### src/design/lbdl_cfg.svh
// Constants for the loopback and external data link control block
// Functional notes
// - Payload wrap sends each receive slot in the same transmit slot.
// - Wrap changes never disturb transmit alignment or clock timing.
// - Asynchronous wrap slips silently in the payload path, never reported.
// - Payload wrap keeps no multiframe; per-channel selections win.
// - Line wrap drives transmit line side with recovered rails and recovered clock.
// - Line wrap discards transmit bus data at encoder output; receive path unchanged.
// - Framer wrap: encoder rails to decoder, transmit clock to receive clock.
// - Analog wrap loops transmit line output into receive line input internally.
// - Link enable bit 7 enables link data insertion and both link clocks.
// - T1 frame select: 00 none, 01 odd from 1, 10 even from 2, 11 all.
// - E1 frame select: 00 none, 01 even from 0, 10 odd from 1, 11 all.
// - Five-bit slot picks E1 slot 0-31, T1 slot 1-24, T1 25 framing bit.
// - Each mask bit gates link clock pulses for its slot bit; LSB first.
// - Receive link data carries the whole stream while its pin is selected.
// - Selected transmit bits are sampled from link input at link clock fall.
// - One shared offline framer; its flags may show for only one clock.
// - No-candidate flag rises at search end without candidates; low otherwise.
// - Reserved bits are written zero and writes to them have no effect.
// - On alignment: success flag, clear frame loss, idle, realign timebase.
// - Expiry flag latches after the mode interval; forced search at most 24 ms.
// - Search flag rises on forced reframe or frame loss; clears forced request.
// - Direction flag updates at search start: 0 transmit bus, 1 receive line.
`ifndef LBDL_CFG_SVH
`define LBDL_CFG_SVH
// Register indices; byte address is four times the index
`define LBDL_IDX_WRAP 8'h14
`define LBDL_IDX_SLOT 8'h15
`define LBDL_IDX_MASK 8'h16
`define LBDL_IDX_STAT 8'h17
`define LBDL_IDX_CTRL 8'h1c
// Field positions
`define LBDL_WRAP_ANALOG 0
`define LBDL_WRAP_FRAMER 1
`define LBDL_WRAP_LINE 2
`define LBDL_WRAP_PAYLOAD 3
`define LBDL_WRAP_WMASK 8'h0f
`define LBDL_SLOT_EN 7
`define LBDL_SLOT_FS_HI 6
`define LBDL_SLOT_FS_LO 5
`define LBDL_CTRL_E1 0
`define LBDL_CTRL_RX_PIN 1
`define LBDL_CTRL_TX_PIN 2
`define LBDL_CTRL_RX_FORCE 3
`define LBDL_CTRL_TX_FORCE 4
`define LBDL_CTRL_ABORT 5
`define LBDL_CTRL_WMASK 8'h07
// Reset values
`define LBDL_RST_WRAP 8'h00
`define LBDL_RST_SLOT 8'h00
`define LBDL_RST_MASK 8'h00
`define LBDL_RST_CTRL 8'h00
// Frame geometry
`define LBDL_T1_LAST_BIT 8'd192
`define LBDL_E1_LAST_BIT 8'd255
`define LBDL_T1_FBIT_SLOT 5'd25
// Search intervals in microseconds and clock rate
`define LBDL_FORCED_TIMEOUT_US 24000
`define LBDL_T1_TIMEOUT_US 12000
`define LBDL_E1_TIMEOUT_US 8000
`define LBDL_MCLK_MHZ 125
`endif

### src/design/lbdl_pkg.sv
// Types shared by the loopback and external data link control block
package lbdl_pkg;
    typedef enum logic [0:0] {
        LBDL_IDLE = 1'b0,
        LBDL_SEARCH = 1'b1
    } lbdl_state_t;
    typedef enum logic [1:0] {
        LBDL_AP_IDLE = 2'b00,
        LBDL_AP_WAIT = 2'b01,
        LBDL_AP_DONE = 2'b10
    } lbdl_apb_t;
endpackage

### src/design/lbdl_ctrl.sv
// Loopback select, external data link gating and offline search status
//
// Register access over APB was left to the implementer.
`timescale 1ns/100ps
`include "lbdl_cfg.svh"
module lbdl_ctrl import lbdl_pkg::*; #(
    parameter int unsigned FORCED_TIMEOUT_CYC = `LBDL_FORCED_TIMEOUT_US * `LBDL_MCLK_MHZ,
    parameter int unsigned T1_TIMEOUT_CYC = `LBDL_T1_TIMEOUT_US * `LBDL_MCLK_MHZ,
    parameter int unsigned E1_TIMEOUT_CYC = `LBDL_E1_TIMEOUT_US * `LBDL_MCLK_MHZ
) (
    input wire logic mclk_in,
    input wire logic rst_in,
    // APB slave
    input wire logic psel_in,
    input wire logic penable_in,
    input wire logic pwrite_in,
    input wire logic [11:0] paddr_in,
    input wire logic [31:0] pwdata_in,
    output logic [31:0] prdata_out,
    output logic pready_out,
    output logic pslverr_out,
    // Pins from line side clock domains
    input wire logic rx_rail_pos_in,
    input wire logic rx_rail_neg_in,
    input wire logic rx_rec_clk_in,
    input wire logic tx_enc_pos_in,
    input wire logic tx_enc_neg_in,
    input wire logic tx_clock_in,
    input wire logic rx_pcm_in,
    input wire logic tx_pcm_in,
    input wire logic tx_link_data_in,
    // Same-clock framer interface
    input wire logic tx_chan_override_in,
    input wire logic rx_frame_lost_request_in,
    input wire logic tx_frame_lost_request_in,
    input wire logic search_found_in,
    input wire logic search_none_in,
    // Loopback paths
    output logic dec_pos_out,
    output logic dec_neg_out,
    output logic rx_clock_out,
    output logic tx_line_pos_out,
    output logic tx_line_neg_out,
    output logic tx_line_clk_out,
    output logic tx_pcm_out,
    output logic payload_wrap_on_out,
    output logic line_wrap_on_out,
    output logic framer_wrap_on_out,
    output logic analog_wrap_on_out,
    // External data link
    output logic rx_link_clock_out,
    output logic rx_link_data_out,
    output logic tx_link_clock_out,
    // Offline search results
    output logic frame_found_rx_out,
    output logic frame_found_tx_out
);

////////////////////////////////////////////////////////////////////////////////
// Link bit selection shared by both directions

    // True when bit idx of the frame is gated onto the link clocks
    function automatic logic link_sel(input logic [7:0] idx, input logic e1,
                                      input logic odd, input logic [7:0] slot,
                                      input logic [7:0] mask);
        logic [7:0] pos;
        logic [4:0] ts;
        logic [2:0] bi;
        logic frm_ok;
        pos = 8'h00;
        ts = 5'h00;
        bi = 3'h0;
        frm_ok = 1'b0;
        if (e1) begin
            ts = idx[7:3];
            bi = idx[2:0];
            unique case (slot[`LBDL_SLOT_FS_HI:`LBDL_SLOT_FS_LO])
                2'b00: frm_ok = 1'b0;
                2'b01: frm_ok = ~odd;
                2'b10: frm_ok = odd;
                2'b11: frm_ok = 1'b1;
            endcase
        end else begin
            if (idx == 8'h00) begin
                ts = `LBDL_T1_FBIT_SLOT;
                bi = 3'h0;
            end else begin
                pos = idx - 8'h01;
                ts = 5'(pos[7:3] + 5'h01);
                bi = pos[2:0];
            end
            unique case (slot[`LBDL_SLOT_FS_HI:`LBDL_SLOT_FS_LO])
                2'b00: frm_ok = 1'b0;
                2'b01: frm_ok = odd;
                2'b10: frm_ok = ~odd;
                2'b11: frm_ok = 1'b1;
            endcase
        end
        // LSB of the mask is the first bit on the wire
        link_sel = slot[`LBDL_SLOT_EN] & frm_ok & (ts == slot[4:0]) & mask[bi];
    endfunction

////////////////////////////////////////////////////////////////////////////////
// Pin synchronisers

    localparam int NPIN = 9;
    logic [NPIN-1:0] pins_w;
    logic [NPIN-1:0] s1_q, s2_q, s3_q, pin_q, pin_prev_q;
    assign pins_w = {tx_link_data_in, tx_pcm_in, rx_pcm_in, tx_clock_in, tx_enc_neg_in,
                     tx_enc_pos_in, rx_rec_clk_in, rx_rail_neg_in, rx_rail_pos_in};

    // Three stages; a level counts only once stages two and three agree
    always_ff @(posedge mclk_in or posedge rst_in) begin
        if (rst_in) begin
            s1_q <= '0;
            s2_q <= '0;
            s3_q <= '0;
            pin_q <= '0;
            pin_prev_q <= '0;
        end else begin
            s1_q <= pins_w;
            s2_q <= s1_q;
            s3_q <= s2_q;
            pin_q <= (s2_q & s3_q) | (pin_q & (s2_q ^ s3_q));
            pin_prev_q <= pin_q;
        end
    end

    logic rail_p, rail_n, rclk, enc_p, enc_n, tclk, rx_bit, tx_bit, link_in;
    assign {link_in, tx_bit, rx_bit, tclk, enc_n, enc_p, rclk, rail_n, rail_p} = pin_q;

////////////////////////////////////////////////////////////////////////////////
// Registers and APB slave

    logic [7:0] wrap_q, slot_q, mask_q, ctrl_q, stat_w, rd_w;
    logic [7:0] idx_w;
    logic hit_w, wr_w, rx_force_q, tx_force_q, abort_w;
    lbdl_apb_t ap_q;
    logic [31:0] prdata_q;
    logic pslverr_q;

    assign idx_w = paddr_in[9:2];
    assign hit_w = (paddr_in[1:0] == 2'b00) && (paddr_in[11:10] == 2'b00) &&
                   (idx_w == `LBDL_IDX_WRAP || idx_w == `LBDL_IDX_SLOT ||
                    idx_w == `LBDL_IDX_MASK || idx_w == `LBDL_IDX_STAT ||
                    idx_w == `LBDL_IDX_CTRL);
    assign wr_w = psel_in & penable_in & pwrite_in & (ap_q == LBDL_AP_DONE) & hit_w;
    assign abort_w = wr_w & (idx_w == `LBDL_IDX_CTRL) & pwdata_in[`LBDL_CTRL_ABORT];

    // Read mux; the force bits read back as pending requests
    always_comb begin
        rd_w = 8'h00;
        if (idx_w == `LBDL_IDX_WRAP) rd_w = wrap_q;
        if (idx_w == `LBDL_IDX_SLOT) rd_w = slot_q;
        if (idx_w == `LBDL_IDX_MASK) rd_w = mask_q;
        if (idx_w == `LBDL_IDX_STAT) rd_w = stat_w;
        if (idx_w == `LBDL_IDX_CTRL) rd_w = {3'b000, tx_force_q, rx_force_q, ctrl_q[2:0]};
    end

    // One wait state so read data comes straight from a flop
    always_ff @(posedge mclk_in or posedge rst_in) begin
        if (rst_in) begin
            ap_q <= LBDL_AP_IDLE;
            prdata_q <= 32'h0000_0000;
            pslverr_q <= 1'b0;
        end else begin
            unique case (ap_q)
                LBDL_AP_IDLE: if (psel_in && !penable_in) ap_q <= LBDL_AP_WAIT;
                LBDL_AP_WAIT: begin
                    ap_q <= LBDL_AP_DONE;
                    prdata_q <= {24'h000000, hit_w ? rd_w : 8'h00};
                    pslverr_q <= ~hit_w;
                end
                LBDL_AP_DONE: begin
                    ap_q <= (psel_in && !penable_in) ? LBDL_AP_WAIT : LBDL_AP_IDLE;
                    pslverr_q <= 1'b0;
                end
                default: ap_q <= LBDL_AP_IDLE;
            endcase
        end
    end
    assign pready_out = (ap_q == LBDL_AP_DONE);
    assign prdata_out = prdata_q;
    assign pslverr_out = pslverr_q;

    // Writable registers; reserved bits are masked off
    always_ff @(posedge mclk_in or posedge rst_in) begin
        if (rst_in) begin
            wrap_q <= `LBDL_RST_WRAP;
            slot_q <= `LBDL_RST_SLOT;
            mask_q <= `LBDL_RST_MASK;
            ctrl_q <= `LBDL_RST_CTRL;
        end else if (wr_w) begin
            if (idx_w == `LBDL_IDX_WRAP) wrap_q <= pwdata_in[7:0] & `LBDL_WRAP_WMASK;
            if (idx_w == `LBDL_IDX_SLOT) slot_q <= pwdata_in[7:0];
            if (idx_w == `LBDL_IDX_MASK) mask_q <= pwdata_in[7:0];
            if (idx_w == `LBDL_IDX_CTRL) ctrl_q <= pwdata_in[7:0] & `LBDL_CTRL_WMASK;
        end
    end

    logic e1_w, pay_on, line_on, frm_on;
    assign e1_w = ctrl_q[`LBDL_CTRL_E1];
    assign pay_on = wrap_q[`LBDL_WRAP_PAYLOAD];
    assign line_on = wrap_q[`LBDL_WRAP_LINE];
    assign frm_on = wrap_q[`LBDL_WRAP_FRAMER];

////////////////////////////////////////////////////////////////////////////////
// Loopback muxes

    logic rx_clk_src, rx_data_src;
    // Framer wrap: receive side is fed from the encoder and transmit clock
    assign rx_clk_src = frm_on ? tclk : rclk;
    assign rx_data_src = rx_bit;

    // Registered loopback outputs; line input is simply not selected
    always_ff @(posedge mclk_in or posedge rst_in) begin
        if (rst_in) begin
            dec_pos_out <= 1'b0;
            dec_neg_out <= 1'b0;
            rx_clock_out <= 1'b0;
            tx_line_pos_out <= 1'b0;
            tx_line_neg_out <= 1'b0;
            tx_line_clk_out <= 1'b0;
        end else begin
            dec_pos_out <= frm_on ? enc_p : rail_p;
            dec_neg_out <= frm_on ? enc_n : rail_n;
            rx_clock_out <= rx_clk_src;
            // Rails pass as-is, so violations stay transparent
            tx_line_pos_out <= line_on ? rail_p : enc_p;
            tx_line_neg_out <= line_on ? rail_n : enc_n;
            tx_line_clk_out <= line_on ? rclk : tclk;
        end
    end
    // Analog wrap is a plain level to the line interface front end
    assign analog_wrap_on_out = wrap_q[`LBDL_WRAP_ANALOG];
    assign payload_wrap_on_out = pay_on;
    assign line_wrap_on_out = line_on;
    assign framer_wrap_on_out = frm_on;

////////////////////////////////////////////////////////////////////////////////
// Receive and transmit timebases

    logic rx_prev_clk_q, rx_rise, rx_fall, tx_rise, tx_fall;
    logic [7:0] rx_idx_q, tx_idx_q, last_w;
    logic rx_odd_q, tx_odd_q, realign_rx, realign_tx;
    assign last_w = e1_w ? `LBDL_E1_LAST_BIT : `LBDL_T1_LAST_BIT;

    // Receive clock source may swap under framer wrap, so track its own history
    always_ff @(posedge mclk_in or posedge rst_in) begin
        if (rst_in) rx_prev_clk_q <= 1'b0;
        else rx_prev_clk_q <= rx_clk_src;
    end
    assign rx_rise = rx_clk_src & ~rx_prev_clk_q;
    assign rx_fall = ~rx_clk_src & rx_prev_clk_q;
    assign tx_rise = tclk & ~pin_prev_q[5];
    assign tx_fall = ~tclk & pin_prev_q[5];

    // Receive timebase; first frame after realign is frame 1 in T1, 0 in E1
    always_ff @(posedge mclk_in or posedge rst_in) begin
        if (rst_in) begin
            rx_idx_q <= 8'h00;
            rx_odd_q <= 1'b1;
        end else if (realign_rx) begin
            rx_idx_q <= 8'h00;
            rx_odd_q <= ~e1_w;
        end else if (rx_rise) begin
            rx_idx_q <= (rx_idx_q >= last_w) ? 8'h00 : 8'(rx_idx_q + 8'h01);
            if (rx_idx_q >= last_w) rx_odd_q <= ~rx_odd_q;
        end
    end

    // Transmit timebase ignores wrap settings entirely
    always_ff @(posedge mclk_in or posedge rst_in) begin
        if (rst_in) begin
            tx_idx_q <= 8'h00;
            tx_odd_q <= 1'b1;
        end else if (realign_tx) begin
            tx_idx_q <= 8'h00;
            tx_odd_q <= ~e1_w;
        end else if (tx_rise) begin
            tx_idx_q <= (tx_idx_q >= last_w) ? 8'h00 : 8'(tx_idx_q + 8'h01);
            if (tx_idx_q >= last_w) tx_odd_q <= ~tx_odd_q;
        end
    end

////////////////////////////////////////////////////////////////////////////////
// Payload wrap buffer and transmit bit insertion

    logic [255:0] pay_buf_q;
    logic tx_ovh, tx_ins, rx_sel;

    // One frame of receive bits by position; overruns just overwrite, i.e. slip
    always_ff @(posedge mclk_in or posedge rst_in) begin
        if (rst_in) pay_buf_q <= '0;
        else if (rx_rise) pay_buf_q[rx_idx_q] <= rx_data_src;
    end

    // Overhead: T1 framing bit or E1 slot zero
    assign tx_ovh = e1_w ? (tx_idx_q[7:3] == 5'h00) : (tx_idx_q == 8'h00);
    assign tx_ins = ctrl_q[`LBDL_CTRL_TX_PIN] & link_sel(tx_idx_q, e1_w, tx_odd_q, slot_q, mask_q);
    assign rx_sel = ctrl_q[`LBDL_CTRL_RX_PIN] & link_sel(rx_idx_q, e1_w, rx_odd_q, slot_q, mask_q);

    // Transmit bit chosen at the falling edge, when the link input is sampled
    always_ff @(posedge mclk_in or posedge rst_in) begin
        if (rst_in) tx_pcm_out <= 1'b0;
        else if (tx_fall) begin
            if (tx_ins) tx_pcm_out <= link_in;
            else if (pay_on && !tx_ovh && !tx_chan_override_in)
                tx_pcm_out <= pay_buf_q[tx_idx_q];
            else tx_pcm_out <= tx_bit;
        end
    end

    // Link clocks skip the rise cycle, where the bit index is still the old one
    always_ff @(posedge mclk_in or posedge rst_in) begin
        if (rst_in) begin
            tx_link_clock_out <= 1'b0;
            rx_link_clock_out <= 1'b0;
            rx_link_data_out <= 1'b0;
        end else begin
            tx_link_clock_out <= tx_ins & tclk & ~tx_rise;
            rx_link_clock_out <= rx_sel & rx_clk_src & ~rx_rise;
            // Full stream whenever the pin is in link mode, marked or not
            rx_link_data_out <= ctrl_q[`LBDL_CTRL_RX_PIN] & rx_data_src;
        end
    end

////////////////////////////////////////////////////////////////////////////////
// Offline framer search control

    lbdl_state_t st_q;
    logic dir_rx_q, forced_q, found_q, tmo_q, none_q;
    logic [21:0] cnt_q, lim_w;
    logic start_w, start_rx_w, end_found, end_none, end_tmo, end_abort;
    logic rx_force_set, tx_force_set;

    assign rx_force_set = wr_w & (idx_w == `LBDL_IDX_CTRL) & pwdata_in[`LBDL_CTRL_RX_FORCE];
    assign tx_force_set = wr_w & (idx_w == `LBDL_IDX_CTRL) & pwdata_in[`LBDL_CTRL_TX_FORCE];
    assign start_w = (st_q == LBDL_IDLE) &&
                     (rx_force_q || tx_force_q || rx_frame_lost_request_in ||
                      tx_frame_lost_request_in);
    // Receive requests go first when both directions ask together
    assign start_rx_w = rx_force_q | rx_frame_lost_request_in;
    assign lim_w = forced_q ? 22'(FORCED_TIMEOUT_CYC) :
                   (e1_w ? 22'(E1_TIMEOUT_CYC) : 22'(T1_TIMEOUT_CYC));
    assign end_found = (st_q == LBDL_SEARCH) & search_found_in;
    assign end_none = (st_q == LBDL_SEARCH) & ~search_found_in & search_none_in;
    assign end_tmo = (st_q == LBDL_SEARCH) & ~search_found_in & ~search_none_in &
                     (cnt_q >= 22'(lim_w - 22'h000001));
    assign end_abort = (st_q == LBDL_SEARCH) & abort_w & ~end_found & ~end_none & ~end_tmo;

    // Forced requests: a fresh write wins over the clear at search start
    always_ff @(posedge mclk_in or posedge rst_in) begin
        if (rst_in) begin
            rx_force_q <= 1'b0;
            tx_force_q <= 1'b0;
        end else begin
            rx_force_q <= rx_force_set | (rx_force_q & ~(start_w & start_rx_w));
            tx_force_q <= tx_force_set | (tx_force_q & ~(start_w & ~start_rx_w));
        end
    end

    // Search state, direction and interval counter
    always_ff @(posedge mclk_in or posedge rst_in) begin
        if (rst_in) begin
            st_q <= LBDL_IDLE;
            dir_rx_q <= 1'b0;
            forced_q <= 1'b0;
            cnt_q <= 22'h000000;
        end else begin
            unique case (st_q)
                LBDL_IDLE: if (start_w) begin
                    st_q <= LBDL_SEARCH;
                    dir_rx_q <= start_rx_w;
                    forced_q <= start_rx_w ? rx_force_q : tx_force_q;
                    cnt_q <= 22'h000000;
                end
                LBDL_SEARCH: begin
                    cnt_q <= 22'(cnt_q + 22'h000001);
                    if (end_found || end_none || end_tmo || end_abort) st_q <= LBDL_IDLE;
                end
            endcase
        end
    end

    // Result flags clear at every search start and latch at a found, none or timeout end
    always_ff @(posedge mclk_in or posedge rst_in) begin
        if (rst_in) begin
            found_q <= 1'b0;
            tmo_q <= 1'b0;
            none_q <= 1'b0;
        end else if (start_w) begin
            found_q <= 1'b0;
            tmo_q <= 1'b0;
            none_q <= 1'b0;
        end else begin
            if (end_found) found_q <= 1'b1;
            if (end_tmo) tmo_q <= 1'b1;
            if (end_none) none_q <= 1'b1;
        end
    end

    assign realign_rx = end_found & dir_rx_q;
    assign realign_tx = end_found & ~dir_rx_q;
    // Pulses tell the online framer to drop its frame-loss request
    assign frame_found_rx_out = realign_rx;
    assign frame_found_tx_out = realign_tx;
    assign stat_w = {3'b000, none_q, found_q, tmo_q, (st_q == LBDL_SEARCH), dir_rx_q};

endmodule

### config.mk
export PLATFORM = sky130hd
export DESIGN_NAME = lbdl_ctrl
export DESIGN_NICKNAME = d
export VERILOG_FILES = /design/src/design/lbdl_pkg.sv /design/src/design/lbdl_ctrl.sv
export VERILOG_INCLUDE_DIRS = /design/src /design/src/design
export SDC_FILE = /design/constraint.sdc
export NUM_CORES = 1
export LEC_CHECK = 0
export ABC_AREA = 1
export BUFFER_PORTS_ARGS = -buffer_cell sky130_fd_sc_hd__buf_2
export CORE_MARGIN = 3
export CORE_UTILIZATION = 55
export DETAILED_ROUTE_END_ITERATION = 12
export PLACE_DENSITY_LB_ADDON = 0.12
export SKIP_CTS_REPAIR_TIMING = 1
export SLEW_MARGIN = 25
export SYNTH_ARGS = -nofsm -noshare
export SYNTH_HDL_FRONTEND = slang
export SYNTH_SLANG_ARGS = --single-unit
### constraint.sdc
create_clock -name mclk_in -period 33.8 [get_ports mclk_in]
set_input_delay 6.76 -clock mclk_in [delete_from_list [all_inputs] [get_ports mclk_in]]
set_output_delay 6.76 -clock mclk_in [all_outputs]
set_load 0.1 [all_outputs]
Yosys cells after proc, flatten, opt, wreduce, memory -nomap -nowiden
Cells that the tools add are included.
Cells by class
  add/subtract/negate cells: 8
  $lt $le $gt $ge: 8
  eq/ne operators: 14
  multiplexer cells: 69
  bitwise logic cells: 65
  reductions and logical operators: 42
Operator list (number)
  256-bit bitwise mux: 1
  8-bit 2-to-1 mux: 11
  22-bit 2-to-1 mux: 2
  22-bit case mux with 2 select lines: 1
  8-bit by 5-bit == test with 1-bit output (second input constant): 5
  1-bit AND: 39
  1-bit 2-to-1 mux: 31
  22-bit by 1-bit adder with 22-bit output (second input constant): 1
  22-bit greater-or-equal comparator: 1
  22-bit by 1-bit subtractor with 22-bit output (second input constant): 1
  21-bit 2-to-1 mux: 1
  5-bit 2-to-1 mux: 4
  1-bit inverter: 19
  9-bit AND: 2
  8-bit by 9-bit < comparator with 1-bit output (second input constant): 2
  8-bit by 1-bit adder with 8-bit output (second input constant): 2
  8-bit greater-or-equal comparator: 2
  8-bit logical NOT: 2
  1-bit case mux with 4 select lines: 4
  2-bit nonzero test: 8
  8-bit by 1-bit subtractor with 8-bit output (second input constant): 2
  2-bit AND reduction: 7
  3-bit 2-to-1 mux: 4
  5-bit by 1-bit adder with 5-bit output (second input constant): 2
  other kinds (22): 52
Storage, ports and cells
  register bits: 390
  word-level logic and storage cells: 242

Depth between registers and ports, before layout
Gate-level depths: netlist of run 1.
  depth after elaboration: 16
  depth in mapped cells: 23
  mapped depth without buffers: 20

Least setup slack after synthesis of run 1
Ideal clock, no wire load.
  path type: input-to-output
  start point: in search_found_in
  end point: out frame_found_tx_out
  arrival: 8203 ps
  slack: 18837 ps
  stages: 2
  buffers on the path: 0
  cells stage by stage: nand2_1 nor2_1
On the way
  cells in the longest elaborated chain, start to end: 2
RTL lines
  start: declaration: RTL line lbdl_ctrl.sv:36  | input wire logic search_found_in,
  1-bit AND: RTL line lbdl_ctrl.sv:346  | assign end_found = (st_q == LBDL_SEARCH) & search_found_in;
  1-bit AND: RTL line lbdl_ctrl.sv:404  | assign realign_tx = end_found & ~dir_rx_q;
  end: declaration: RTL line lbdl_ctrl.sv:56  | output logic frame_found_tx_out
Every way passes these cells.

Final worst setup path of run 1
Ends and elaborated chain as after synthesis.

==> results by group, run 1 <==
Clock tree
  • CTS root buf: clkbuf_16
  • Num Clock Sinks: ~390
  • Worst-Skew Late Latency: 0.57 ns
  • Max clock buf depth: 3
  • Clk pin slew, worst setup/hold paths: 0.06 ns
  • CTS tree: yes
  • H-tree level count: 2
  • Inserted Clock Buffers: 44

Floorplanning
  • FP Rows: 69
  • Core ar.: ~0.036 mm²
  • Die X-Extent: 198 µm
  • Die ar.: slightly below 0.04 mm²
  • Initial core utilization: between 50% and 60%
  • Ports: 113
  • Die Ht: between 150 and 200 µm

STA
  • Skew final: roughly 0.011 ns
  • Final cycle utilization of the critical path: 43.5%
  • Slew Limit Fails: 0
  • Final hold vios: 0
  • Tightest Pin Transition: between 1 and 1.5 ns
  • Hold slack: about 0.35 ns
  • Fmax: 68.0 MHz
  • RSZ-0062 raised after global routing: no
  • Post-layout minimum cycle time: 14.71 ns
  • Sum Neg Setup Slack: 0 ns
  • Setup Viol. Count Final: 0
  • Worst relative slew slack: 32.9%

Final layout
  • # diodes: 0
  • Finished Layout Cells: roughly 3100
  • Synthesis-to-finish area growth: 9.74%
  • Commonest cells after routing, fill and taps aside: 568 x nor2_1, 390 x nand2_1, 380 x dfrtp_1
  • Final core utilization: between 60% and 70%
  • Fillers: roughly 3200
  • Layout cell share with drive strength beyond 1: between 7 and 8%
  • Fin nets: 2739
  • Most common cell after layout, fill and taps aside: nor2_1
  • Final instance area: ~0.022 mm²

Min path
  • Hold crit path type: reg -> reg

Synthesis
  • Post-synth EDFFs: 0
  • Yosys top cell area share: between 40% and 50%
  • Yosys reg bits: between 300 and 400
  • Synth warn: 0
  • Synth Instances: between 2000 and 3000
  • Mapped Area: just over 0.02 mm²
  • Cell taking the most area after synthesis: dfrtp_1
  • Seq/Total Area, Yosys: 47.6%
  • Avg Cell Area, Syn: between 7 and 8 µm²
  • Netlist cell types: 53
  • Async set or reset register ratio after synthesis: 100%
  • Dominant cells by area after synthesis: dfrtp_1 47%, nor2_1 11%, a21oi_1 7.6%
  • Predominant post-synthesis flop cell: dfrtp_1

Pwr
  • VDD IR-drop max: 0.0000411 V
  • Power per cell area: about 69 mW/mm²
  • Lkg Pwr: 10.8 nW

Critical path
  • Worst EP arrival: 7.95 ns
  • Nature of the critical path endpoint: output port
  • Startpoint types: input port
  • Worst Path Max Fanout: 5
  • WP data required: ~27 ns
  • WS Path Type: in -> out

Status
  • Status: completed

Route
  • 1st-iter DRT viols: approximately 1800
  • Post-DR wirelength/cell: approximately 18 µm
  • Via count: 18100
  • First-pass DRT Iterations: 6
  • Final wirelength: roughly 58 mm
  • Vias per cell: 5.80
  • DRC violations left: 0
  • Detail Route Antenna Nets: 0

Place
  • Post-DP HPWL: about 36 mm
  • IO Port Bufs: 64
  • Final Wtd Congestion: 0.880
  • Inst Count DP: a little over 3000
  • Placed cell area: 0.0207 mm²

Global route
  • First-pass GRT wire length: just over 90 mm
  • Vias in the first global route: 16700
  • Total track usage: between 20% and 30%
  • Gr ovfl total: 0
  • Pin count of the biggest net entering global routing: 124
  • Initial antenna violation count: 1

Run
  • Max cap viols: 0
where the power goes:
part	leakage [nW]	total (W)	switching (W)	internal, W
combinational	4.92	0.000492	0.000359	0.000133
sequential	5.14	0.000539	0.0000461	0.000493
clock	0.752	0.000494	0.000194	0.000300
final cells by class:
cell class,instances,area [µm²],area share [%]
Tap cell,461,577,2.59
Clock buffer,68,1360,6.13
Timing Repair Buffer,93,571,2.57
Sequential cell,385,9640,43.4
Clock inverter,12,150,0.675
Inverter,213,813,3.66
Multi-Input combinational cell,1890,9110,41.0
sequential cells by signal, summed over array words and instances (netlist names), 2 cells and up:
register	cells
ap_q	2
cnt_q	22
ctrl_q	3
mask_q	8
pay_buf_q	256
pin_q	9
prdata_out	8
rx_idx_q	8
s1_q	9
s2_q	9
s3_q	9
slot_q	8
tx_idx_q	8
wrap_q	4
stage by stage:
stage          setup slack [ns]  total power [W]
6_report                  19.09          0.00152
5_1_grt                   19.03          0.00161
4_1_cts                   19.09          0.00152
3_5_place_dp              19.09          0.00103
3_3_place_gp              19.12          0.00102
2_1_floorplan             16.34         0.000889
worst max-delay path, cell delays in order:
cell,delay [ns]
buf_2,0.10
nand2_1,0.11
nor2_1,0.45
buf_2,0.53
worst paths after layout:
kind                                         start                          to  slack, ns  cells past startpoint
max in group asynchronous                   rst_in     tx_idx_q[0]$_DFFE_PP0P_      25.48                      4
min reg2reg                      s1_q[8]$_DFF_PP0_           s2_q[8]$_DFF_PP0_       0.35                      0
min in group asynchronous                   rst_in  pay_buf_q[154]$_DFFE_PP0P_       6.38                      2
max reg2reg                tx_idx_q[0]$_DFFE_PP0P_      tx_pcm_out$_DFFE_PP0P_      29.56                     21
max                                search_found_in          frame_found_tx_out      19.09                      4
min                              s1_q[8]$_DFF_PP0_           s2_q[8]$_DFF_PP0_       0.35                      0
synth_stat cells (3+ instances only):
cell type,count
a21o_1,11
a21oi_1,308
a22o_1,3
a31oi_1,118
buf_1,6
buf_2,46
buf_4,30
clkbuf_1,82
clkinv_1,7
dfrtp_1,383
ha_1,49
inv_1,199
inv_2,7
mux2_4,3
mux2i_1,3
nand2_1,390
nand2_2,10
nand3_1,139
nand4_1,16
nor2_1,571
nor2_2,3
nor2_4,3
nor3_1,15
nor4_1,3
o2111ai_1,4
o211ai_1,13
o21a_1,3
o21ai_0,148
o21ai_1,4
o21bai_1,3
o22ai_1,5
o31ai_1,3
xor2_1,17
cell families (layout without fill, tap and decap cells):
group                      Yosys count  after routing  share of synthesized area (%)
xor gates and xnor gates            17             17                          0.735
and+or+nand+nor                   1159           1159                           23.2
muxes                                7              7                          0.426
AOI/OAI and AO/OA                  634            634                           17.1
buffers and inverters              379            386                           7.91
adders and majority gates           49             49                           3.03
DFF                                385            385                           47.6
other                                1             24                         0.0185
routing by layer:
layer  vias to the layer above  part of all wire (%)  GRT usage (%)  wire, µm
met1                      8627                    44           42.8     25100
met3                        97                   8.7           5.62      5020
met5                         -                 0.023              0        13
met4                         2                   2.8           8.41      1590
met2                       733                    45           45.6     25800
li1                       8636                     -              -         -
Note: power is estimated with default switching activity, not from simulation.
==> run 2, diff against run 1 <==
==> constraint.sdc (replaced) <==
create_clock -name mclk_in -period 14.65 [get_ports mclk_in]
set_input_delay 2.93 -clock mclk_in [delete_from_list [all_inputs] [get_ports mclk_in]]
set_output_delay 2.93 -clock mclk_in [all_outputs]
set_load 0.1 [all_outputs]
==> run 2 against run 1 <==
Effect of this change:
- count of clock-buffer cells in the layout shrank 7
- sequential power up 130%
- first-iteration DRC count is 5.9% higher
- utilization down 0.084 points
- via count is 0.75% lower
- die area unchanged
- largest cell class unchanged
- largest power group unchanged
==> results by group, run 2 (synthesis gave the netlist of run 1 again) <==
Status
  • Status: completed

Route
  • Post-DR wirelength/cell: 18.3 µm (-0.57%)
  • Detail Route Antenna Nets: 0 (unchanged)
  • DRC violations left: 0 (unchanged)
  • Final wirelength: 57.2 mm (-0.57%)
  • 1st-iter DRT viols: 1911 (+5.9%)
  • Via count: 18000 (-0.75%)
  • Vias per cell: 5.75 (-0.75%)
  • First-pass DRT Iterations: 7 (+1)

STA
  • Skew final: 0.0322 ns (+0.0214 ns)
  • Post-layout minimum cycle time: approximately 7.1 ns
  • Final hold vios: 0 (unchanged)
  • Fmax: 141 MHz
  • RSZ-0062 raised after global routing: no
  • Worst relative slew slack: 29.6% (-3.3 points)
  • Slew Limit Fails: 0 (unchanged)
  • Sum Neg Setup Slack: 0 ns (unchanged)
  • Setup Viol. Count Final: 0 (unchanged)
  • Tightest Pin Transition: 1.06 ns (+0.0533 ns)
  • Final cycle utilization of the critical path: 48.3%
  • Post-route setup slack: 7.58 ns (-11.51 ns)

Place
  • IO Port Bufs: 64 (unchanged)
  • Dpl ws: 7.61 ns (-11.48 ns)
  • Placed cell area: 0.0207 mm² (-0.12%)
  • Post-DP HPWL: 36.1 mm (+0.81%)
  • Final Wtd Congestion: 0.888 (+0.91%)

Global route
  • Initial antenna violation count: 1 (unchanged)
  • Total track usage: 29.4% (-0.095 points)
  • Pin count of the biggest net entering global routing: 112 (-9.7%)
  • First-pass GRT wire length: 91.6 mm (about the same)
  • Gr ovfl total: 0 (unchanged)
  • Vias in the first global route: 17000 (+1.2%)

Floorplanning
  • FP Rows: 69 (unchanged)
  • Ports: 113 (unchanged)
  • Die Ht: 198 µm (unchanged)
  • Initial core utilization: 56.4% (unchanged)
  • Die ar.: 0.0392 mm² (unchanged)
  • Die X-Extent: 198 µm (unchanged)
  • Core ar.: 0.0359 mm² (unchanged)

Clock tree
  • Max clock buf depth: 3 (unchanged)
  • Inserted Clock Buffers: 43 (-2.3%)
  • CTS tree: yes
  • Num Clock Sinks: 385 (unchanged)
  • H-tree level count: 2 (unchanged)
  • Clk pin slew, worst setup/hold paths: 0.06 ns (about the same)
  • CTS root buf: clkbuf_16
  • Worst-Skew Late Latency: 0.58 ns (about the same)

Final layout
  • Largest register by flop count: pay_buf_q
  • # diodes: 0 (unchanged)
  • Final core utilization: 61.8% (-0.084 points)
  • Fin nets: 2739 (unchanged)
  • Layout cell share with drive strength beyond 1: 7.89% (+0.075 points)
  • Commonest cells after routing, fill and taps aside: 567 x nor2_1, 390 x nand2_1, 381 x dfrtp_1
  • Largest registers: pay_buf_q (256), cnt_q (22)
  • Synthesis-to-finish area growth: 9.59%
  • Max reg flops: 256 (unchanged)
  • Final instance area: 0.0222 mm² (-0.14%)
  • Most common cell after layout, fill and taps aside: nor2_1

Critical path
  • WP data required: 11.72 ns (-15.32 ns)
  • Worst Path Max Fanout: 5 (unchanged)
  • Nature of the critical path endpoint: output port
  • Worst EP arrival: 4.14 ns (-3.81 ns)
  • Startpoint types: input port
  • WS Path Type: in -> out

Pwr
  • Power per cell area: 158 mW/mm² (+130%)
  • VDD IR-drop max: 0.000106 V (+160%)
  • Lkg Pwr: 10.8 nW (-0.14%)

Min path
  • Hold crit path type: reg -> reg

Run
  • Max cap viols: 0 (unchanged)
run 2: cell types whose count changed in the layout (fill, tap and decap cells not counted), sizes merged:
cell,previous run,this run
clkinv,16,17
clkinvlp,0,2
clkbuf,68,61
bufinv,3,5
inv,206,207
buf,93,94
run 2: routing by layer:
metal  vias to the layer above  wire length [µm]  global-route usage (%)
li1                       8636                 -                       -
met1                      8498             25500                    43.4
met2                       732             25200                    44.2
met3                        91              4900                    5.34
met4                         2              1560                    9.78
met5                         -                13                       0
run 2: final timing paths:
kind,startpoint,end,slack (ns),depth (start not counted)
max in group asynchronous,rst_in,pay_buf_q[0]$_DFFE_PP0P_,9.44,5
hold / removal,s1_q[3]$_DFF_PP0_,s2_q[3]$_DFF_PP0_,0.35,0
setup / recovery,search_found_in,frame_found_tx_out,7.58,4
setup reg to reg,tx_idx_q[0]$_DFFE_PP0P_,tx_pcm_out$_DFFE_PP0P_,10.53,21
hold reg to reg,s1_q[3]$_DFF_PP0_,s2_q[3]$_DFF_PP0_,0.35,0
min in group asynchronous,rst_in,pay_buf_q[217]$_DFFE_PP0P_,2.52,2
run 2: power breakdown:
| part | leakage, nW | internal, W | switching [W] |
|---|---|---|---|
| sequential | 5.14 | 0.00114 | 0.0000915 |
| clock | 0.740 | 0.000691 | 0.000450 |
| combinational | 4.92 | 0.000305 | 0.000841 |
run 2: per-stage QoR:
step,instances,total power [W],hold WS (ns)
floorplan,2654,0.00205,0.331
global placement,3043,0.00235,0.333
detailed placement,3043,0.00236,0.335
CTS,3122,0.00351,0.348
global route,3122,0.00371,0.351
finish,3122,0.00352,0.346
run 2: final cells by class:
cell class                      instances  area, µm²
Multi-Input combinational cell       1890       9110
Fill cell                            3188      13700
Sequential cell                       385       9640
Tap cell                              461        577
Inverter                              213        813
Clock inverter                         18        235
Timing Repair Buffer                   94        553
Clock buffer                           61       1260
run 2: critical path, stage by stage:
cell and delay [ns]:
buf_2 0.10, nand2_1 0.12, nor2_1 0.46, buf_2 0.53
==> run 3, diff against run 2 <==
==> constraint.sdc (replaced) <==
create_clock -name mclk_in -period 5.9 [get_ports mclk_in]
set_input_delay 1.18 -clock mclk_in [delete_from_list [all_inputs] [get_ports mclk_in]]
set_output_delay 1.18 -clock mclk_in [all_outputs]
set_load 0.1 [all_outputs]
==> run 3 against run 2 <==
Effect of this change:
- combinational power is 150% higher
- count of clock-buffer cells in the layout is 4 higher
- utilization hardly changed
- global-route usage is 0.21 points lower
- die area stayed put
- largest power group unchanged
==> results by group, run 3 (synthesis gave the netlist of run 1 again) <==
Status
  • Status: completed

Critical path
  • Cell family with most CP delay: buffers and inverters
  • Most frequent CP cell: buf_2
  • Worst Path Max Fanout: 5 (unchanged)
  • WP data required: 4.72 ns (-7.00 ns)
  • Nature of the critical path endpoint: output port
  • Crit-path max cell delay: 0.53 ns (about the same)
  • WS Path Type: in -> out
  • Startpoint types: input port
  • Cells along the critical path: buf_2, nand2_1, nor2_1, buf_2
  • Buf+Inv Stages, Crit Path: 2 (unchanged)
  • Critical Path Slowest Stage Cell: buf_2
  • Worst EP arrival: 2.40 ns (-1.74 ns)

Run
  • Max cap viols: 0 (unchanged)

Route
  • DRC violations left: 0 (unchanged)
  • Final wirelength: 57.2 mm (about the same)
  • First-pass DRT Iterations: 5 (-2)
  • 1st-iter DRT viols: 1925 (+0.73%)
  • Detail Route Antenna Nets: 0 (unchanged)
  • Via count: 18000 (+0.36%)
  • Post-DR wirelength/cell: 18.3 µm (+0.15%)
  • Vias per cell: 5.78 (+0.42%)

Global route
  • First-pass GRT wire length: 90.5 mm (-1.2%)
  • Vias in the first global route: 16800 (-0.82%)
  • Initial antenna violation count: 2 (+1)
  • Pin count of the biggest net entering global routing: 153 (+37%)
  • Total track usage: 29.2% (-0.21 points)
  • Gr ovfl total: 0 (unchanged)

Final layout
  • Finished Layout Cells: 3120 (-0.064%)
  • Largest registers: pay_buf_q (256), cnt_q (22)
  • Layout cell share with drive strength beyond 1: 7.82% (-0.069 points)
  • Largest register by flop count: pay_buf_q
  • Final instance area: 0.0222 mm² (about the same)
  • Most common cell after layout, fill and taps aside: nor2_1
  • Commonest cells after routing, fill and taps aside: 567 x nor2_1, 390 x nand2_1, 381 x dfrtp_1
  • # diodes: 0 (unchanged)
  • Synthesis-to-finish area growth: 9.54% (about the same)
  • Max reg flops: 256 (unchanged)
  • Fin nets: 2738 (-0.037%)

STA
  • Post-route setup slack: 2.32 ns (-5.26 ns)
  • RSZ-0062 raised after global routing: no
  • Setup Viol. Count Final: 0 (unchanged)
  • Final hold vios: 0 (unchanged)
  • Final cycle utilization of the critical path: between 60% and 70%
  • Skew final: 0.0264 ns (-0.00577 ns)
  • Post-layout minimum cycle time: between 3 and 4 ns
  • Worst relative slew slack: 27.0% (-2.6 points)
  • Hold slack: 0.348 ns (+0.00125 ns)
  • Tightest Pin Transition: 1.09 ns (+0.0386 ns)
  • Slew Limit Fails: 0 (unchanged)
  • Fmax: approximately 280 MHz

Place
  • Final Wtd Congestion: 0.909 (+2.4%)
  • Dpl ws: 2.37 ns (-5.24 ns)
  • Inst Count DP: 3042 (-0.033%)
  • IO Port Bufs: 64 (unchanged)
  • Placed cell area: 0.0207 mm² (+0.21%)
  • Post-DP HPWL: 36.1 mm (+0.13%)

Pwr
  • Lkg Pwr: 10.8 nW (about the same)
  • VDD IR-drop max: 0.000258 V (+140%)
  • Total chip power: 0.00867 W (+150%)
  • Power per cell area: 391 mW/mm² (+150%)

Clock tree
  • H-tree level count: 2 (unchanged)
  • Max clock buf depth: 3 (unchanged)
  • Num Clock Sinks: 385 (unchanged)
  • Clk pin slew, worst setup/hold paths: 0.06 ns (about the same)
  • CTS tree: yes
  • CTS root buf: clkbuf_16
  • Inserted Clock Buffers: 43 (unchanged)
  • Worst-Skew Late Latency: 0.58 ns (about the same)

Floorplanning
  • Die ar.: 0.0392 mm² (unchanged)
  • Die Ht: 198 µm (unchanged)
  • Core ar.: 0.0359 mm² (unchanged)
  • Ports: 113 (unchanged)
  • Die X-Extent: 198 µm (unchanged)
  • FP Rows: 69 (unchanged)
  • Initial core utilization: 56.4% (unchanged)

Min path
  • Hold crit path type: reg -> reg
## run 3: cell type report
class	instances	area (µm²)
clock buffers	65	1320
multi-input cells	1890	9110
fillers	3206	13700
repair buffers	93	592
flip-flops and latches	385	9640
clock inverters	13	134
well taps	461	577
inverters	213	810
## run 3: power breakdown
| part | switching [W] | total, W | leakage, nW | internal [W] |
|---|---|---|---|---|
| Combinational | 0.00208 | 0.00286 | 4.92 | 0.000777 |
| Clock | 0.00111 | 0.00274 | 0.726 | 0.00163 |
| Sequential | 0.000240 | 0.00306 | 5.14 | 0.00282 |
## run 3: worst paths after layout
path | from | end | slack [ns] | cells past startpoint
max in group asynchronous | rst_in | tx_idx_q[0]$_DFFE_PP0P_ | 3.76 | 3
max reg2reg | tx_idx_q[3]$_DFFE_PP0P_ | tx_pcm_out$_DFFE_PP0P_ | 2.45 | 18
min in group asynchronous | rst_in | s2_q[6]$_DFF_PP0_ | 0.76 | 2
min | s1_q[1]$_DFF_PP0_ | s2_q[1]$_DFF_PP0_ | 0.35 | 0
max | search_found_in | frame_found_tx_out | 2.32 | 4
min reg2reg | s1_q[1]$_DFF_PP0_ | s2_q[1]$_DFF_PP0_ | 0.35 | 0
## run 3: routing by layer
layer	GRT usage, %	part of all wire [%]
met4	10.7	3.4
met3	5.12	8.1
met1	42.0	44
met2	44.7	45
met5	0	0.056
## run 3: metrics by stage
| stage | util, % | setup TNS, ns |
|---|---|---|
| after floorplan | - | -174.01 |
| after global placement | 57.7 | 0 |
| after detailed placement | 57.7 | 0 |
| after CTS | 61.8 | 0 |
| after global routing | 61.8 | 0 |
| final | 61.8 | 0 |
